$ cat src/core/tevm_pkg.sv
/*
  Constants shared by the event, window and pulse-measure timer core:
  register offsets, control field positions, mode codes and timing.
  Assumes a 250 MHz system clock and a 32-bit AXI4-Lite register bus.
*/
`default_nettype none

package tevm_pkg;

  // ==========================================================
  // register map (byte addresses)
  localparam logic [7:0] tevm_ctrl_off = 8'h00;
  localparam logic [7:0] tevm_cmp_off = 8'h04;
  localparam logic [7:0] tevm_cap_off = 8'h08;
  localparam logic [7:0] tevm_caplo_off = 8'h0C;
  localparam logic [7:0] tevm_caphi_off = 8'h10;
  localparam logic [7:0] tevm_cnt_off = 8'h14;
  localparam logic [7:0] tevm_stat_off = 8'h18;

  // ==========================================================
  // control register fields
  localparam int tevm_run_bit = 0;
  localparam int tevm_mode_lsb = 1;
  localparam int tevm_mode_w = 2;
  localparam int tevm_edge_bit = 3;
  localparam int tevm_acap_bit = 4;
  localparam int tevm_mcap_bit = 5;
  localparam int tevm_pol_bit = 6;
  localparam int tevm_div_lsb = 8;
  localparam int tevm_div_w = 8;
  localparam int tevm_ctrl_w = 16;
  localparam logic [15:0] tevm_ctrl_rst = 16'h0000;
  localparam logic [15:0] tevm_cmp_rst = 16'hFFFF;

  // mode field codes
  localparam logic [1:0] tevm_mode_event = 2'h0;
  localparam logic [1:0] tevm_mode_window = 2'h1;
  localparam logic [1:0] tevm_mode_pulse = 2'h2;

  // ==========================================================
  // bus answers
  localparam logic [1:0] tevm_resp_okay = 2'h0;
  localparam logic [1:0] tevm_resp_slverr = 2'h2;

  // ==========================================================
  // timing: interrupt pulse length
  localparam int tevm_clk_mhz = 250;
  localparam int tevm_irq_ns = 8;
  localparam int tevm_irq_cyc = (tevm_irq_ns * tevm_clk_mhz + 999) / 1000;

  typedef enum logic [1:0] {tevm_pw_idle, tevm_pw_high, tevm_pw_low} tevm_pw_t;

endpackage

`default_nettype wire

$ cat src/core/tevm_edge_sync.sv
/*
  Two-flop synchroniser for the timer input pin with edge detection.
  Assumes the pin is asynchronous to aclk.
*/
`default_nettype none

module tevm_edge_sync
(
  // clock and reset
  input wire logic aclk,
  input wire logic aresetn,
  // pin and results
  input wire logic pin,
  output logic level,
  output logic rise,
  output logic fall
);

  logic meta;
  logic sync;
  logic prev;

  // ==========================================================
  // synchronise then keep one older sample
  always_ff @(posedge aclk)
  begin
    if (!aresetn)
    begin
      meta <= 1'b0;
      sync <= 1'b0;
      prev <= 1'b0;
    end
    else
    begin
      meta <= pin;
      sync <= meta;
      prev <= sync;
    end
  end

  // edges seen between synchronised samples
  assign level = sync;
  assign rise = sync & ~prev;
  assign fall = ~sync & prev;

endmodule

`default_nettype wire

$ cat src/core/tevm_timer.sv
/*
  16-bit up-counting timer with event count, window gate and pulse
  width or period measure modes, registers over AXI4-Lite.
  Assumes a 250 MHz aclk, a synchronous active-low reset and a pin
  input that holds each level long enough to be sampled.
*/
// The register offsets and the AXI4-Lite register port were left to the implementer.
`default_nettype none

module tevm_timer
  import tevm_pkg::*;
(
  // clock and reset
  input wire logic aclk,
  input wire logic aresetn,
  // axi4-lite write address and data
  input wire logic [7:0] s_axi_awaddr,
  input wire logic s_axi_awvalid,
  output logic s_axi_awready,
  input wire logic [31:0] s_axi_wdata,
  input wire logic [3:0] s_axi_wstrb,
  input wire logic s_axi_wvalid,
  output logic s_axi_wready,
  // axi4-lite write response
  output logic [1:0] s_axi_bresp,
  output logic s_axi_bvalid,
  input wire logic s_axi_bready,
  // axi4-lite read
  input wire logic [7:0] s_axi_araddr,
  input wire logic s_axi_arvalid,
  output logic s_axi_arready,
  output logic [31:0] s_axi_rdata,
  output logic [1:0] s_axi_rresp,
  output logic s_axi_rvalid,
  input wire logic s_axi_rready,
  // timer pin and interrupt
  input wire logic timer_input_pin,
  output logic timer_interrupt
);

  logic [15:0] timer_control_reg;
  logic [15:0] compare_period_reg;
  logic [15:0] capture_reg;
  logic [15:0] count;
  logic [7:0] div_cnt;
  logic tick;
  logic pin_level;
  logic pin_rise;
  logic pin_fall;
  logic trig_edge;
  logic opp_edge;
  logic match_pending;
  logic [1:0] irq_cnt;
  logic fire;
  tevm_pw_t pw_state;
  logic aw_held;
  logic w_held;
  logic [7:0] aw_addr;
  logic [31:0] w_data;
  logic [3:0] w_strb;
  logic do_write;
  logic [31:0] next_rdata;
  logic next_rerr;

  logic run;
  logic [1:0] mode;
  logic edge_fall;
  logic acap;
  logic mcap;
  logic pol_low;
  logic [7:0] div;

  assign run = timer_control_reg[tevm_run_bit];
  assign mode = timer_control_reg[tevm_mode_lsb +: tevm_mode_w];
  assign edge_fall = timer_control_reg[tevm_edge_bit];
  assign acap = timer_control_reg[tevm_acap_bit];
  assign mcap = timer_control_reg[tevm_mcap_bit];
  assign pol_low = timer_control_reg[tevm_pol_bit];
  assign div = timer_control_reg[tevm_div_lsb +: tevm_div_w];

  // ==========================================================
  // pin synchroniser and edge detection
  tevm_edge_sync u_sync
  (
    .aclk(aclk),
    .aresetn(aresetn),
    .pin(timer_input_pin),
    .level(pin_level),
    .rise(pin_rise),
    .fall(pin_fall)
  );

  // selected edge and its opposite
  assign trig_edge = edge_fall ? pin_fall : pin_rise;
  assign opp_edge = edge_fall ? pin_rise : pin_fall;

  // ==========================================================
  // internal source clock: one tick every div+1 aclk cycles
  always_ff @(posedge aclk)
  begin
    if (!aresetn || !run)
      div_cnt <= 8'h00;
    else if (div_cnt >= div)
      div_cnt <= 8'h00;
    else
      div_cnt <= div_cnt + 8'h01;
  end

  assign tick = run && (div_cnt >= div);

  // ==========================================================
  // counter, capture and interrupt events per mode
  always_ff @(posedge aclk)
  begin
    if (!aresetn)
    begin
      count <= 16'h0000;
      capture_reg <= 16'h0000;
      match_pending <= 1'b0;
      pw_state <= tevm_pw_idle;
      fire <= 1'b0;
    end
    else
    begin
      fire <= 1'b0;
      if (!run)
      begin
        count <= 16'h0000;
        match_pending <= 1'b0;
        pw_state <= tevm_pw_idle;
      end
      else
      begin
        case (mode)
          tevm_mode_event:
          begin
            if (trig_edge)
              count <= count + 16'h0001;
            if (trig_edge && (count + 16'h0001) == compare_period_reg)
              match_pending <= 1'b1;
            if (opp_edge && match_pending)
            begin
              fire <= 1'b1;
              count <= 16'h0000;
              match_pending <= 1'b0;
            end
            if (tick && acap)
              capture_reg <= count;
          end
          tevm_mode_window:
          begin
            if (tick && (pin_level ^ pol_low))
            begin
              if (count + 16'h0001 == compare_period_reg)
              begin
                fire <= 1'b1;
                count <= 16'h0000;
              end
              else
                count <= count + 16'h0001;
            end
            if (tick && acap)
              capture_reg <= count;
          end
          tevm_mode_pulse:
          begin
            case (pw_state)
              tevm_pw_idle:
              begin
                if (trig_edge)
                  pw_state <= tevm_pw_high;
              end
              tevm_pw_high:
              begin
                if (opp_edge)
                begin
                  capture_reg <= count;
                  fire <= 1'b1;
                  if (mcap)
                  begin
                    count <= 16'h0001;
                    pw_state <= tevm_pw_idle;
                  end
                  else
                  begin
                    // double edge keeps counting through the capture edge
                    pw_state <= tevm_pw_low;
                    if (tick)
                      count <= count + 16'h0001;
                  end
                end
                else if (tick)
                  count <= count + 16'h0001;
              end
              tevm_pw_low:
              begin
                if (trig_edge)
                begin
                  capture_reg <= count;
                  fire <= 1'b1;
                  count <= 16'h0000;
                  pw_state <= tevm_pw_high;
                end
                else if (tick)
                  count <= count + 16'h0001;
              end
              default:
                pw_state <= tevm_pw_idle;
            endcase
          end
          default:
            count <= count;
        endcase
      end
    end
  end

  // ==========================================================
  // interrupt output stretched to a fixed pulse
  always_ff @(posedge aclk)
  begin
    if (!aresetn)
    begin
      irq_cnt <= 2'h0;
      timer_interrupt <= 1'b0;
    end
    else if (fire)
    begin
      irq_cnt <= 2'(tevm_irq_cyc - 1);
      timer_interrupt <= 1'b1;
    end
    else if (irq_cnt != 2'h0)
      irq_cnt <= irq_cnt - 2'h1;
    else
      timer_interrupt <= 1'b0;
  end

  // ==========================================================
  // write address and data capture, either order
  always_ff @(posedge aclk)
  begin
    if (!aresetn)
    begin
      aw_held <= 1'b0;
      w_held <= 1'b0;
      aw_addr <= 8'h00;
      w_data <= 32'h00000000;
      w_strb <= 4'h0;
      s_axi_awready <= 1'b0;
      s_axi_wready <= 1'b0;
    end
    else
    begin
      s_axi_awready <= !aw_held && !s_axi_awready && !s_axi_bvalid;
      s_axi_wready <= !w_held && !s_axi_wready && !s_axi_bvalid;
      if (s_axi_awvalid && s_axi_awready)
      begin
        aw_held <= 1'b1;
        aw_addr <= s_axi_awaddr;
        s_axi_awready <= 1'b0;
      end
      if (s_axi_wvalid && s_axi_wready)
      begin
        w_held <= 1'b1;
        w_data <= s_axi_wdata;
        w_strb <= s_axi_wstrb;
        s_axi_wready <= 1'b0;
      end
      if (do_write)
      begin
        aw_held <= 1'b0;
        w_held <= 1'b0;
      end
    end
  end

  assign do_write = aw_held && w_held && !s_axi_bvalid;

  // register writes and write response
  always_ff @(posedge aclk)
  begin
    if (!aresetn)
    begin
      timer_control_reg <= tevm_ctrl_rst;
      compare_period_reg <= tevm_cmp_rst;
      s_axi_bvalid <= 1'b0;
      s_axi_bresp <= tevm_resp_okay;
    end
    else if (do_write)
    begin
      s_axi_bvalid <= 1'b1;
      s_axi_bresp <= tevm_resp_okay;
      if (aw_addr[7:2] == tevm_ctrl_off[7:2])
      begin
        if (w_strb[0])
          timer_control_reg[7:0] <= w_data[7:0];
        if (w_strb[1])
          timer_control_reg[15:8] <= w_data[15:8];
      end
      else if (aw_addr[7:2] == tevm_cmp_off[7:2])
      begin
        if (w_strb[0])
          compare_period_reg[7:0] <= w_data[7:0];
        if (w_strb[1])
          compare_period_reg[15:8] <= w_data[15:8];
      end
      else if (aw_addr[7:2] > tevm_stat_off[7:2])
        s_axi_bresp <= tevm_resp_slverr;
    end
    else if (s_axi_bvalid && s_axi_bready)
      s_axi_bvalid <= 1'b0;
  end

  // ==========================================================
  // read decode
  always_comb
  begin
    next_rdata = 32'h00000000;
    next_rerr = 1'b0;
    if (s_axi_araddr[7:2] == tevm_ctrl_off[7:2])
      next_rdata = {16'h0000, timer_control_reg};
    else if (s_axi_araddr[7:2] == tevm_cmp_off[7:2])
      next_rdata = {16'h0000, compare_period_reg};
    else if (s_axi_araddr[7:2] == tevm_cap_off[7:2])
      next_rdata = {16'h0000, capture_reg};
    else if (s_axi_araddr[7:2] == tevm_caplo_off[7:2])
      next_rdata = {24'h000000, capture_reg[7:0]};
    else if (s_axi_araddr[7:2] == tevm_caphi_off[7:2])
      next_rdata = {24'h000000, capture_reg[15:8]};
    else if (s_axi_araddr[7:2] == tevm_cnt_off[7:2])
      next_rdata = {16'h0000, count};
    else if (s_axi_araddr[7:2] == tevm_stat_off[7:2])
      next_rdata = {28'h0000000, pin_level, match_pending, pw_state};
    else
      next_rerr = 1'b1;
  end

  // read channel
  always_ff @(posedge aclk)
  begin
    if (!aresetn)
    begin
      s_axi_arready <= 1'b0;
      s_axi_rvalid <= 1'b0;
      s_axi_rdata <= 32'h00000000;
      s_axi_rresp <= tevm_resp_okay;
    end
    else
    begin
      s_axi_arready <= !s_axi_rvalid && !s_axi_arready;
      if (s_axi_arvalid && s_axi_arready)
      begin
        s_axi_arready <= 1'b0;
        s_axi_rvalid <= 1'b1;
        s_axi_rdata <= next_rdata;
        s_axi_rresp <= next_rerr ? tevm_resp_slverr : tevm_resp_okay;
      end
      else if (s_axi_rvalid && s_axi_rready)
        s_axi_rvalid <= 1'b0;
    end
  end

endmodule

`default_nettype wire

$ cat config.mk
export PLATFORM = sky130hd
export DESIGN_NAME = tevm_timer
export DESIGN_NICKNAME = d
export VERILOG_FILES = /design/src/core/tevm_pkg.sv /design/src/core/tevm_edge_sync.sv /design/src/core/tevm_timer.sv
export SDC_FILE = /design/constraint.sdc
export NUM_CORES = 1
export LEC_CHECK = 0
export ABC_AREA = 1
export BUFFER_PORTS_ARGS = -buffer_cell sky130_fd_sc_hd__buf_2
export CAP_MARGIN = 20
export CORE_MARGIN = 4
export CORE_UTILIZATION = 50
export CTS_BUF_LIST = sky130_fd_sc_hd__clkbuf_16
export CTS_CLUSTER_SIZE = 16
export DETAILED_ROUTE_END_ITERATION = 10
export PLACE_DENSITY_LB_ADDON = 0.08
export SLEW_MARGIN = 20
export SYNTH_ARGS = -nofsm -noshare
export SYNTH_HDL_FRONTEND = slang
export SYNTH_SLANG_ARGS = --single-unit
$ cat constraint.sdc
create_clock -name aclk -period 2.75 [get_ports aclk]
set_input_delay 0.6875 -clock aclk [delete_from_list [all_inputs] [get_ports aclk]]
set_output_delay 0.6875 -clock aclk [all_outputs]
set_load 0.01 [all_outputs]
* Word level (Yosys, flattened, before mapping)
Cells that the tools add are included.
** Storage, ports and cells
- Flip-flop bits (word level) :: 151
- Latch bits :: 0
- Bits in writable memories :: 0
- Bits in read-only memories :: 0
- Bits of input ports :: 60
- Output and inout port bits :: 42
- Logic and storage cells :: 173
- Memories :: 0
** Cells by class
- Add/subtract/negate cells :: 3
- Multipliers :: 0
- Divide/modulo/power cells :: 0
- $lt $le $gt $ge :: 2
- Equality and inequality tests :: 21
- Shift operators :: 0
- Multiplexer cells :: 56
- Bitwise logic cells :: 7
- Reduce and logical (&&, ||, !) cells :: 55
** Operators by type and width (number)
- $mux W16 :: 17
- $pmux W16 S2 :: 3
- $pmux W16 S3 :: 1
- $mux W1 :: 24
- $eq A6 B3 Y1 const B :: 3
- $logic_and A1 B1 Y1 :: 17
- $add A16 B1 Y16 const B :: 1
- $eq A16 B16 Y1 :: 1
- $reduce_or A2 Y1 :: 8
- $mux W2 :: 7
- $eq A6 B1 Y1 const B :: 2
- $eq A6 B2 Y1 const B :: 2
- $logic_not A6 Y1 :: 2
- $reduce_and A4 Y1 :: 3
- $reduce_bool A2 Y1 :: 6
- $logic_not A1 Y1 :: 9
- $ne A3 B3 Y1 const B :: 3
- $reduce_and A3 Y1 :: 3
- $add A8 B1 Y8 const B :: 1
- $ge A8 B8 Y1 :: 1
- $gt A6 B3 Y1 const B :: 1
- $ne A2 B2 Y1 const B :: 3
- $reduce_and A6 Y1 :: 1
- $eq A2 B1 Y1 const B :: 2
- other kinds (15) :: 23

* Depth between registers and ports, before layout
Gate-level depths: netlist (run 1).
- Depth in word-level cells :: 9
- Gate-level depth with buffers :: 17
- Gate-level depth less buffers :: 16

* Hierarchy
A second synthesis (run 1) with hierarchy kept.
** Second synthesis, totals
- Cell total of the unflattened synthesis :: 1051
- Area, all modules :: 7144.4 um^2
** Modules (own cells, without submodules)
- tevm_timer :: times used 1, cells an instance 1038, area an instance 7044.3 um^2, seq. area each 2562.5 um^2
- tevm_edge_sync :: times used 1, cells an instance 13, area an instance 100.1 um^2, seq. area each 60.1 um^2

* Worst setup path before layout (run 1)
Ideal clock, no wire load.
- Kind :: reg2reg
- From :: register timer_control_reg[15]
- To :: register count[10]
- Library setup time :: 0.117 ns
- Data arrival time :: 1.942 ns
- Required time :: 2.633 ns
- Slack :: 0.691 ns
- Cell stages (with the launch flop) :: 15
- Path buffers :: 1
- Clock period less this slack :: 2.059 ns
- Path through :: dfxtp_1 inv_1 ha_1 inv_1 nor3_1 nand4_1 nand4_1 nand2_2 inv_2 nand3_1 nand2_1 nand2_1 clkbuf_1 nor2_1 a21oi_1
** Between the ends
- Longest elaborated chain between the ends :: 7
- Elaborated cells on any way between the ends :: 11
- Those cells by class :: order compare: 1; eq/ne: 1; mux: 6; reduce/logical: 3
** Ends and longest elaborated chain
- start: declaration :: RTL line tevm_timer.sv:41 : logic [15:0] timer_control_reg;
- start signal: assignment :: RTL line tevm_timer.sv:284 : timer_control_reg <= tevm_ctrl_rst;
- start signal: assignment :: RTL line tevm_timer.sv:298 : timer_control_reg[15:8] <= w_data[15:8];
- $ge A8 B8 Y1 * :: RTL line tevm_timer.sv:109 : assign tick = run && (div_cnt >= div);
- $logic_and A1 B1 Y1 * :: RTL line tevm_timer.sv:109
- $mux W16 (3 in a row)
- $pmux W16 S2
- $pmux W16 S3
- end signal: assignment :: RTL line tevm_timer.sv:138 : count <= count + 16'h0001;
- end signal: assignment :: RTL line tevm_timer.sv:160 : count <= count + 16'h0001;
- end signal: assignment :: RTL line tevm_timer.sv:189 : count <= count + 16'h0001;
- end: declaration :: RTL line tevm_timer.sv:44 : logic [15:0] count;
Mark *: on every way between the ends. The rest lies on a longest branch, timed or not.
A chain may end at the register's enable or synchronous reset.

* Final worst setup path (run 1)
- From :: register timer_control_reg[15]
- To :: register capture_reg[1]
** Between the ends
- Longest elaborated chain between the ends :: 5
** Ends and longest elaborated chain
- $ge A8 B8 Y1 :: RTL line tevm_timer.sv:109
- $logic_and A1 B1 Y1 :: RTL line tevm_timer.sv:109
- $logic_and A1 B1 Y1 :: RTL line tevm_timer.sv:147, tevm_timer.sv:162
- $ne A2 B1 Y1 (no source line)
- $reduce_and A6 Y1 (no source line)
- end signal: assignment :: RTL line tevm_timer.sv:148 : capture_reg <= count;
- end signal: assignment :: RTL line tevm_timer.sv:163 : capture_reg <= count;
- end signal: assignment :: RTL line tevm_timer.sv:177 : capture_reg <= count;
- end: declaration :: RTL line tevm_timer.sv:43 : logic [15:0] capture_reg;
Every way passes these cells.

==> results of run 1 <==
per-layer routing:
metal | part of all wire, % | track usage [%]
met1 | 49 | 33.8
met2 | 44 | 37.9
met3 | 6.2 | 5.47
met4 | 0.99 | 6.44
met5 | 0 | 0
cell usage after synthesis (8+ instances only):
cell	number
nand2_1	258
nor2_1	136
dfxtp_1	131
inv_1	108
a21oi_1	96
o21ai_0	89
nand3_1	57
clkbuf_1	30
buf_4	19
ha_1	19
o211ai_1	13
o22ai_1	13
nand4_1	9
nand3b_1	8
nor2_2	8
stage by stage:
step	area [µm²]	setup slack [ps]	utilization (%)
2_1_floorplan	7130	691	-
3_3_place_gp	7520	401	54.2
3_5_place_dp	7520	368	54.2
4_1_cts	8040	395	57.9
5_1_grt	8040	168	57.9
6_report	8040	363	57.9
cell families (layout without fill, tap and decap cells):
family	Yosys count	count (layout)	synth area share (%)
AO/OA/AOI/OAI	230	230	17.5
AND/OR/NAND/NOR	503	503	30.2
flip-flops	131	131	37.1
buffers and inverters	173	230	10.4
other	1	18	0.0531
adder cells (fa/ha/maj)	19	19	3.36
XOR/XNOR	9	9	1.31
final cells by class:
cell class | count | area (µm²) | area share [%]
Clock inverter | 15 | 95.1 | 1.18
Tap cell | 180 | 225 | 2.80
Clock buffer | 17 | 425 | 5.29
Inverter | 115 | 432 | 5.37
Sequential cell | 131 | 2620 | 32.6
Timing Repair Buffer | 83 | 470 | 5.85
Multi-Input combinational cell | 779 | 3770 | 46.9
power breakdown:
group	switching (W)	total (W)	leakage, nW	internal, W
clock network	0.000886	0.00203	0.255	0.00114
logic	0.000155	0.000234	2.34	0.0000788
registers	0.0000258	0.00197	1.06	0.00194
cell usage in the layout, fill, tap and decap left out, drive strengths merged, types with 6 or more instances in the layout:
cell    count
nand4       9
o211ai     13
dfxtp     131
nor3        7
a31oi       6
clkinv     12
clkbuf     17
nand3      59
o21ai      96
nor2      146
a21oi      96
conb       18
ha         19
inv       115
buf        83
nand3b      8
nand2     264
o22ai      13
critical path, stage by stage (launching register included):
cell	delay, ps
dfxtp_1	320
inv_1	70
ha_1	290
inv_1	50
nor3_1	240
nand4_1	120
nand4_1	250
nand2_2	100
inv_2	80
nand2_1	40
o21ai_0	70
nand2_1	70
buf_4	220
o21ai_0	270
a21oi_1	70
how the worst max path moves through the flow:
stage / slack (ps) / startpoint / to
after global routing: 170 / count[1]$_SDFFE_PN0P_ / count[4]$_SDFFE_PN0P_
after floorplan: 690 / timer_control_reg[15]$_SDFFE_PN0P_ / count[10]$_SDFFE_PN0P_
after CTS: 400 / timer_control_reg[13]$_SDFFE_PN0P_ / count[4]$_SDFFE_PN0P_
final: 360 / timer_control_reg[15]$_SDFFE_PN0P_ / capture_reg[1]$_SDFFE_PN0P_
after detailed placement: 370 / s_axi_araddr[7] / s_axi_rdata[1]$_SDFFE_PN0P_
after global placement: 400 / s_axi_araddr[7] / s_axi_rdata[1]$_SDFFE_PN0P_
==> impl_metrics.yaml, run 1 <==
run_status:
  status: "finished clean"
floorplanning:
  dieArea_um2: 16100
  die_x_um: 127
  ios: 102
  coreArea_um2: 13900
  initial_core_util_pct: 50.9
  rows: 43
  die_h_um: 127
synthesis:
  async_reset_ff_share_pct: 0
  synth-main-ff-cell: "dfxtp_1"
  synth_edf_count: 0
  synth_area_um2: 7070
  netlist_instances: 1066
  ys_seq_area_share_pct: 37.1
  yosysUniqueCellTypes: 39
  synth_top_area_share_pct: 37.1
  synth_area_per_cell_um2: 6.63
  ys_top_cells_by_area: "dfxtp_1, nand2_1, nor2_1, a21oi_1, o21ai_0"
  yosysWarnings: 0
  ys_seq_elements: 131
  synth_top_area_cell: "dfxtp_1"
timing:
  setup_viol_count_final: 0
  fin_crit_ps: 2390
  hold_violations: 0
  fin_crit_sh_pct: 86.8
  rsz0062_at_grt: "no"
  setup_tns_ps: 0
  worstMarginPinSlew_ps: 555
  slew_violations: 0
  worst_hold_slack_ps: 415
  finalClockSkew_ps: 8.56
  max_freq_mhz: 419
  slew-limit-headroom_pct: 62.9
setup_path:
  path_class: "reg2reg"
  cp.required_ps: 3040
  critPathCaptureType: "register"
  cp_data_arrival_time_ps: 2680
  timing.rr.end: "capture_reg[1]$_SDFFE_PN0P_"
  path_max_fanout: 30
  timing.rr.start: "timer_control_reg[15]$_SDFFE_PN0P_"
  ff2ff_path_depth: 14
  ff2ff_setup_slack_ps: 360
  critical_path.startpoint_type: "register"
cts:
  worstSkewPairLatency_ps: 420
  numCtsBuffers: 17
  cts_tree: "yes"
  post-cts-setup-buffer-count: 0
  cts-root-buf: "clkbuf_16"
  cts_resized: 0
  cts.sinks: 131
  clk_path_buf_depth: 2
  cts_hold_buffers: 0
  cts.clk_slew.worst_paths_ps: 60
  htreeDepth: 4
finish:
  nets: 1206
  fillers: 1410
  fin_cells: 1320
  drive_gt1_share_pct: 12.3
  area_growth_pct: 13.8
  n_antenna_cell: 0
placed_design:
  portBuffers: 61
  dp_hpwl_um: 14100
  placed_cells: 1288
  gp_congestion: 0.887
worst_hold_path:
  hold_class: "reg2reg"
  min_to: "u_sync.level$_SDFF_PN0_"
  hp-start: "u_sync.meta$_SDFF_PN0_"
  hold-path-cell-count: 2
detailed_routing:
  ant_nets: 0
  avgViaCountPerCell: 5.14
  initialDrtViolationCount: 516
  totalWireLength_um: 19300
  wl_per_cell_um: 14.6
  firstDrtPassIters: 5
  vias: 6783
  route.detailed.drc: 0
global_routing:
  antenna_found_initial: 0
  grt_pass1_vias: 6187
  grt.total_usage_pct: 24.2
  grt_pass1_wl_um: 31500
  grt-ovfl-total: 0
  grt_max_degree: 64
power:
  total_power_w: 0.00423
  powerDensity_nw_per_um2: 526
  p_leak_nw: 3.65
  peakVddDrop_mv: 0.467
flow_run:
  drv_cap: 0
No activity file was read; power rests on OpenSTA's default activity.
==> run 2: changes to the inputs <==
- CTS_BUF_LIST: sky130_fd_sc_hd__clkbuf_16 -> sky130_fd_sc_hd__clkbuf_8 sky130_fd_sc_hd__clkbuf_16
==> impl_metrics.yaml, run 2 (synthesized netlist as in run 1, its figures left out) <==
timing:
  rsz0062_at_grt: "no"
  finalClockSkew_ps: 8.34
  max_freq_mhz: 418
  fin_crit_sh_pct: 87.0
  hold_violations: 0
  worst_hold_slack_ps: 414
  slew_violations: 0
  slew-limit-headroom_pct: 62.9
  fin_crit_ps: 2390
  setup_viol_count_final: 0
  setup_slack_ps: 357
  worstMarginPinSlew_ps: 555
  setup_tns_ps: 0
setup_path:
  critPathCaptureType: "register"
  cp.required_ps: 3040
  critical_path.startpoint_type: "register"
  path_class: "reg2reg"
  ff2ff_path_depth: 14
  cpMaxStageDelayCell: "dfxtp_1"
  worstPathCellList: "inv_1, ha_1, inv_1, nor3_1, nand4_1, nand4_1, nand2_2, inv_2, nand2_1, o21ai_0, nand2_1, buf_4, o21ai_0, a21oi_1"
  ff2ff_setup_slack_ps: 360
  path_max_fanout: 30
  cp_data_arrival_time_ps: 2690
  max_stage_delay_ps: 320
  timing.rr.start: "timer_control_reg[15]$_SDFFE_PN0P_"
  timing.rr.end: "capture_reg[1]$_SDFFE_PN0P_"
placed_design:
  placed_cells: 1288
  portBuffers: 61
  pre_cts_ws_ps: 368
  gp_congestion: 0.887
  dp_hpwl_um: 14100
finish:
  nets: 1206
  fin_cells: 1320
  final_common_cell: "nand2_1"
  drive_gt1_share_pct: 12.5
  area_growth_pct: 14.2
  layout_common_cells: "nand2_1, nor2_1, dfxtp_1, inv_1, a21oi_1"
  n_antenna_cell: 0
  final_util_pct: 58.1
global_routing:
  grt.total_usage_pct: 24.3
  grt_pass1_vias: 6217
  grt_max_degree: 64
  antenna_found_initial: 0
  grt-ovfl-total: 0
  grt_pass1_wl_um: 31600
detailed_routing:
  avgViaCountPerCell: 5.16
  wl_met2_um: 8540
  initialDrtViolationCount: 549
  firstDrtPassIters: 5
  top_layer: "met4"
  ant_nets: 0
  route.detailed.drc: 0
  met1Wirelength_um: 9460
  wl_met3_um: 1130
  totalWireLength_um: 19400
  wl_per_cell_um: 14.7
  vias: 6813
floorplanning:
  die_x_um: 127
  die_h_um: 127
  coreArea_um2: 13900
  dieArea_um2: 16100
  initial_core_util_pct: 50.9
  ios: 102
  rows: 43
worst_hold_path:
  hold-path-cell-count: 2
  hold_class: "reg2reg"
  hp-start: "u_sync.meta$_SDFF_PN0_"
  min_to: "u_sync.level$_SDFF_PN0_"
cts:
  cts_resized: 0
  clk_path_buf_depth: 2
  cts_hold_buffers: 0
  post-cts-setup-buffer-count: 0
  cts.clk_slew.worst_paths_ps: 60
  cts.sinks: 131
  cts_tree: "yes"
  htreeDepth: 4
  cts-root-buf: "clkbuf_16"
  numCtsBuffers: 17
  worstSkewPairLatency_ps: 420
run_status:
  status: "finished clean"
power:
  peakVddDrop_mv: 0.464
  p_leak_nw: 3.67
  powerDensity_nw_per_um2: 534
flow_run:
  drv_cap: 0
## run 2: changes by cell type in the layout (fill, tap and decap cells not counted)
cell,change
clkinv_1,-3
clkbuf_8,+3
## run 2: per-stage QoR
stage | total power [W] | area, µm²
2_1_floorplan | 0.00217 | 7130
5_1_grt | 0.00446 | 8070
6_report | 0.00431 | 8070
3_5_place_dp | 0.00224 | 7520
4_1_cts | 0.00434 | 8070
3_3_place_gp | 0.00224 | 7520
## run 2: worst max-delay path by stage
stage	start	endpoint	slack (ps)	cells past startpoint
3_3_place_gp	s_axi_araddr[7]	s_axi_rdata[1]$_SDFFE_PN0P_	400	12
6_report	timer_control_reg[15]$_SDFFE_PN0P_	capture_reg[1]$_SDFFE_PN0P_	360	14
5_1_grt	timer_control_reg[13]$_SDFFE_PN0P_	capture_reg[4]$_SDFFE_PN0P_	160	15
4_1_cts	timer_control_reg[13]$_SDFFE_PN0P_	count[4]$_SDFFE_PN0P_	400	15
3_5_place_dp	s_axi_araddr[7]	s_axi_rdata[1]$_SDFFE_PN0P_	370	12
2_1_floorplan	timer_control_reg[15]$_SDFFE_PN0P_	count[10]$_SDFFE_PN0P_	690	14
## run 2: layout make-up
class / count / area [µm²]
clock buffer: 20 / 467
clock inverter: 12 / 83.8
fill: 1407 / 5810
inverter: 115 / 432
multi-input combinational: 779 / 3770
sequential: 131 / 2620
tap: 180 / 225
timing repair buffer: 83 / 470
## run 2: report_power, final
part	leakage (nW)	internal [W]	total [W]	switching, W
clock	0.271	0.00122	0.00211	0.000886
sequential	1.06	0.00194	0.00197	0.0000259
combinational	2.34	0.0000788	0.000235	0.000156
total	3.67	0.00324	0.00431	0.00107
## run 2: worst max-delay path, delay by kind of cell, from the launching register on
kind / cells / cell delay [ps]
and+or+nand+nor: 6 / 830
AOI/OAI and AO/OA: 3 / 410
adders and majority gates: 1 / 290
buffers and inverters: 4 / 410
DFF: 1 / 320
## run 2: metal layers
layer | GRT usage [%] | vias to the layer above
met2 | 37.8 | 192
met5 | 0 | -
met4 | 7.19 | 0
li1 | - | 3563
met1 | 33.9 | 3037
met3 | 5.47 | 21
==> run 3: changes to the inputs <==
- PLACE_DENSITY: unset -> 0.71
- PLACE_DENSITY_LB_ADDON: 0.08 -> unset
==> impl_metrics.yaml, run 3 (synthesized netlist as in run 1, its figures left out) <==
global_routing:
  use_met1_pct: 32.0
  grt.total_usage_pct: 23.7
  grt_pass1_wl_um: 30500
  use_met3_pct: 5.09
  antenna_found_initial: 0
  grt_max_degree: 44
  grt-ovfl-total: 0
  grt_busiest_layer: "met2"
  met2_usage_pct: 37.9
  grt_pass1_vias: 6097
setup_path:
  ff2ff_path_depth: 13
  cp_data_arrival_time_ps: 2730
  cp.required_ps: 3090
  path_max_fanout: 18
  timing.rr.end: "fire$_SDFF_PN0_"
  ff2ff_setup_slack_ps: 360
  critPathCaptureType: "register"
  path_class: "reg2reg"
  timing.rr.start: "count[1]$_SDFFE_PN0P_"
  critical_path.startpoint_type: "register"
timing:
  rsz0062_at_grt: "no"
  fin_crit_ps: 2390
  slew-limit-headroom_pct: 60.5
  worstMarginPinSlew_ps: 592
  setup_tns_ps: 0
  max_freq_mhz: 419
  fin_crit_sh_pct: 86.9
  finalClockSkew_ps: 7.74
  setup_viol_count_final: 0
  slew_violations: 0
  hold_violations: 0
floorplanning:
  die_x_um: 127
  ios: 102
  dieArea_um2: 16100
  initial_core_util_pct: 50.9
  die_h_um: 127
  coreArea_um2: 13900
  rows: 43
cts:
  cts_hold_buffers: 0
  clk_path_buf_depth: 2
  cts_resized: 0
  worstSkewPairLatency_ps: 430
  numCtsBuffers: 17
  htreeDepth: 4
  cts-root-buf: "clkbuf_16"
  post-cts-setup-buffer-count: 0
  cts_tree: "yes"
  cts.clk_slew.worst_paths_ps: 60
  cts.sinks: 131
finish:
  fillers: 1351
  layout_common_cells: "nand2_1, nor2_1, dfxtp_1, inv_1, a21oi_1"
  regArea_um2: 2620
  drive_gt1_share_pct: 12.2
  nets: 1203
  n_antenna_cell: 0
  area_growth_pct: 14.6
  final_common_cell: "nand2_1"
  final_util_pct: 58.3
  multi_input_area_um2: 3770
worst_hold_path:
  min_to: "u_sync.level$_SDFF_PN0_"
  hp-start: "u_sync.meta$_SDFF_PN0_"
  hold-path-cell-count: 2
  hold_class: "reg2reg"
flow_run:
  drv_cap: 0
placed_design:
  portBuffers: 61
  dp_hpwl_um: 13700
  gp_congestion: 0.907
power:
  powerDensity_nw_per_um2: 554
  peakVddDrop_mv: 0.493
  p_leak_nw: 3.68
detailed_routing:
  wl_per_cell_um: 14.3
  vias: 6919
  firstDrtPassIters: 6
  ant_nets: 0
  route.detailed.drc: 0
  initialDrtViolationCount: 527
  avgViaCountPerCell: 5.25
  totalWireLength_um: 18800
run_status:
  status: "finished clean"
==> run 3: worst max-delay path by stage <==
stage | slack (ps) | from | cells after the start | to
floorplan | 690 | timer_control_reg[15]$_SDFFE_PN0P_ | 14 | count[10]$_SDFFE_PN0P_
global placement | 390 | count[1]$_SDFFE_PN0P_ | 13 | fire$_SDFF_PN0_
detailed placement | 390 | s_axi_araddr[7] | 12 | s_axi_rdata[2]$_SDFFE_PN0P_
CTS | 380 | count[1]$_SDFFE_PN0P_ | 13 | fire$_SDFF_PN0_
global route | 90 | timer_control_reg[15]$_SDFFE_PN0P_ | 15 | count[9]$_SDFFE_PN0P_
finish | 360 | count[1]$_SDFFE_PN0P_ | 13 | fire$_SDFF_PN0_
==> run 3: power by group <==
part / switching, W / internal (W) / total (W) / leakage (nW)
clock: 0.000881 / 0.00141 / 0.00229 / 0.299
combinational: 0.000155 / 0.0000779 / 0.000232 / 2.32
sequential: 0.0000265 / 0.00194 / 0.00197 / 1.06
total: 0.00106 / 0.00343 / 0.00449 / 3.68
==> run 3: cell type report <==
type	count	area share, %
flip-flops and latches	131	32.4
multi-input cells	779	46.6
clock inverters	12	1.64
well taps	180	2.78
repair buffers	80	5.53
inverters	115	5.33
clock buffers	20	5.76
==> run 3: per-layer routing <==
layer  up-vias  wire [µm]
met5         -          0
met3        28       1370
met1      3087       8510
li1       3562          -
met4         0        288
met2       242       8620
==> run 3: worst max-delay path, stage by stage (launching register included) <==
cell	delay, ps
dfxtp_1	420
ha_1	210
nand2_2	110
nor2_4	220
nand3_1	140
nand2_1	90
nand3_1	70
nand2_1	80
nand3_1	70
nor2_2	170
nand3_4	260
o21ai_2	210
nand2_1	70
nor2_1	160
==> run 3: through the flow <==
stage	worst slack, ps	instances	hold WS [ps]	total power, W	cell area, µm²
6_report	361	1317	409	0.00449	8100
5_1_grt	85.1	1317	422	0.00464	8100
4_1_cts	379	1317	413	0.00451	8100
3_5_place_dp	389	1285	405	0.00224	7500
3_3_place_gp	386	1285	398	0.00224	7500
2_1_floorplan	691	1083	390	0.00217	7130
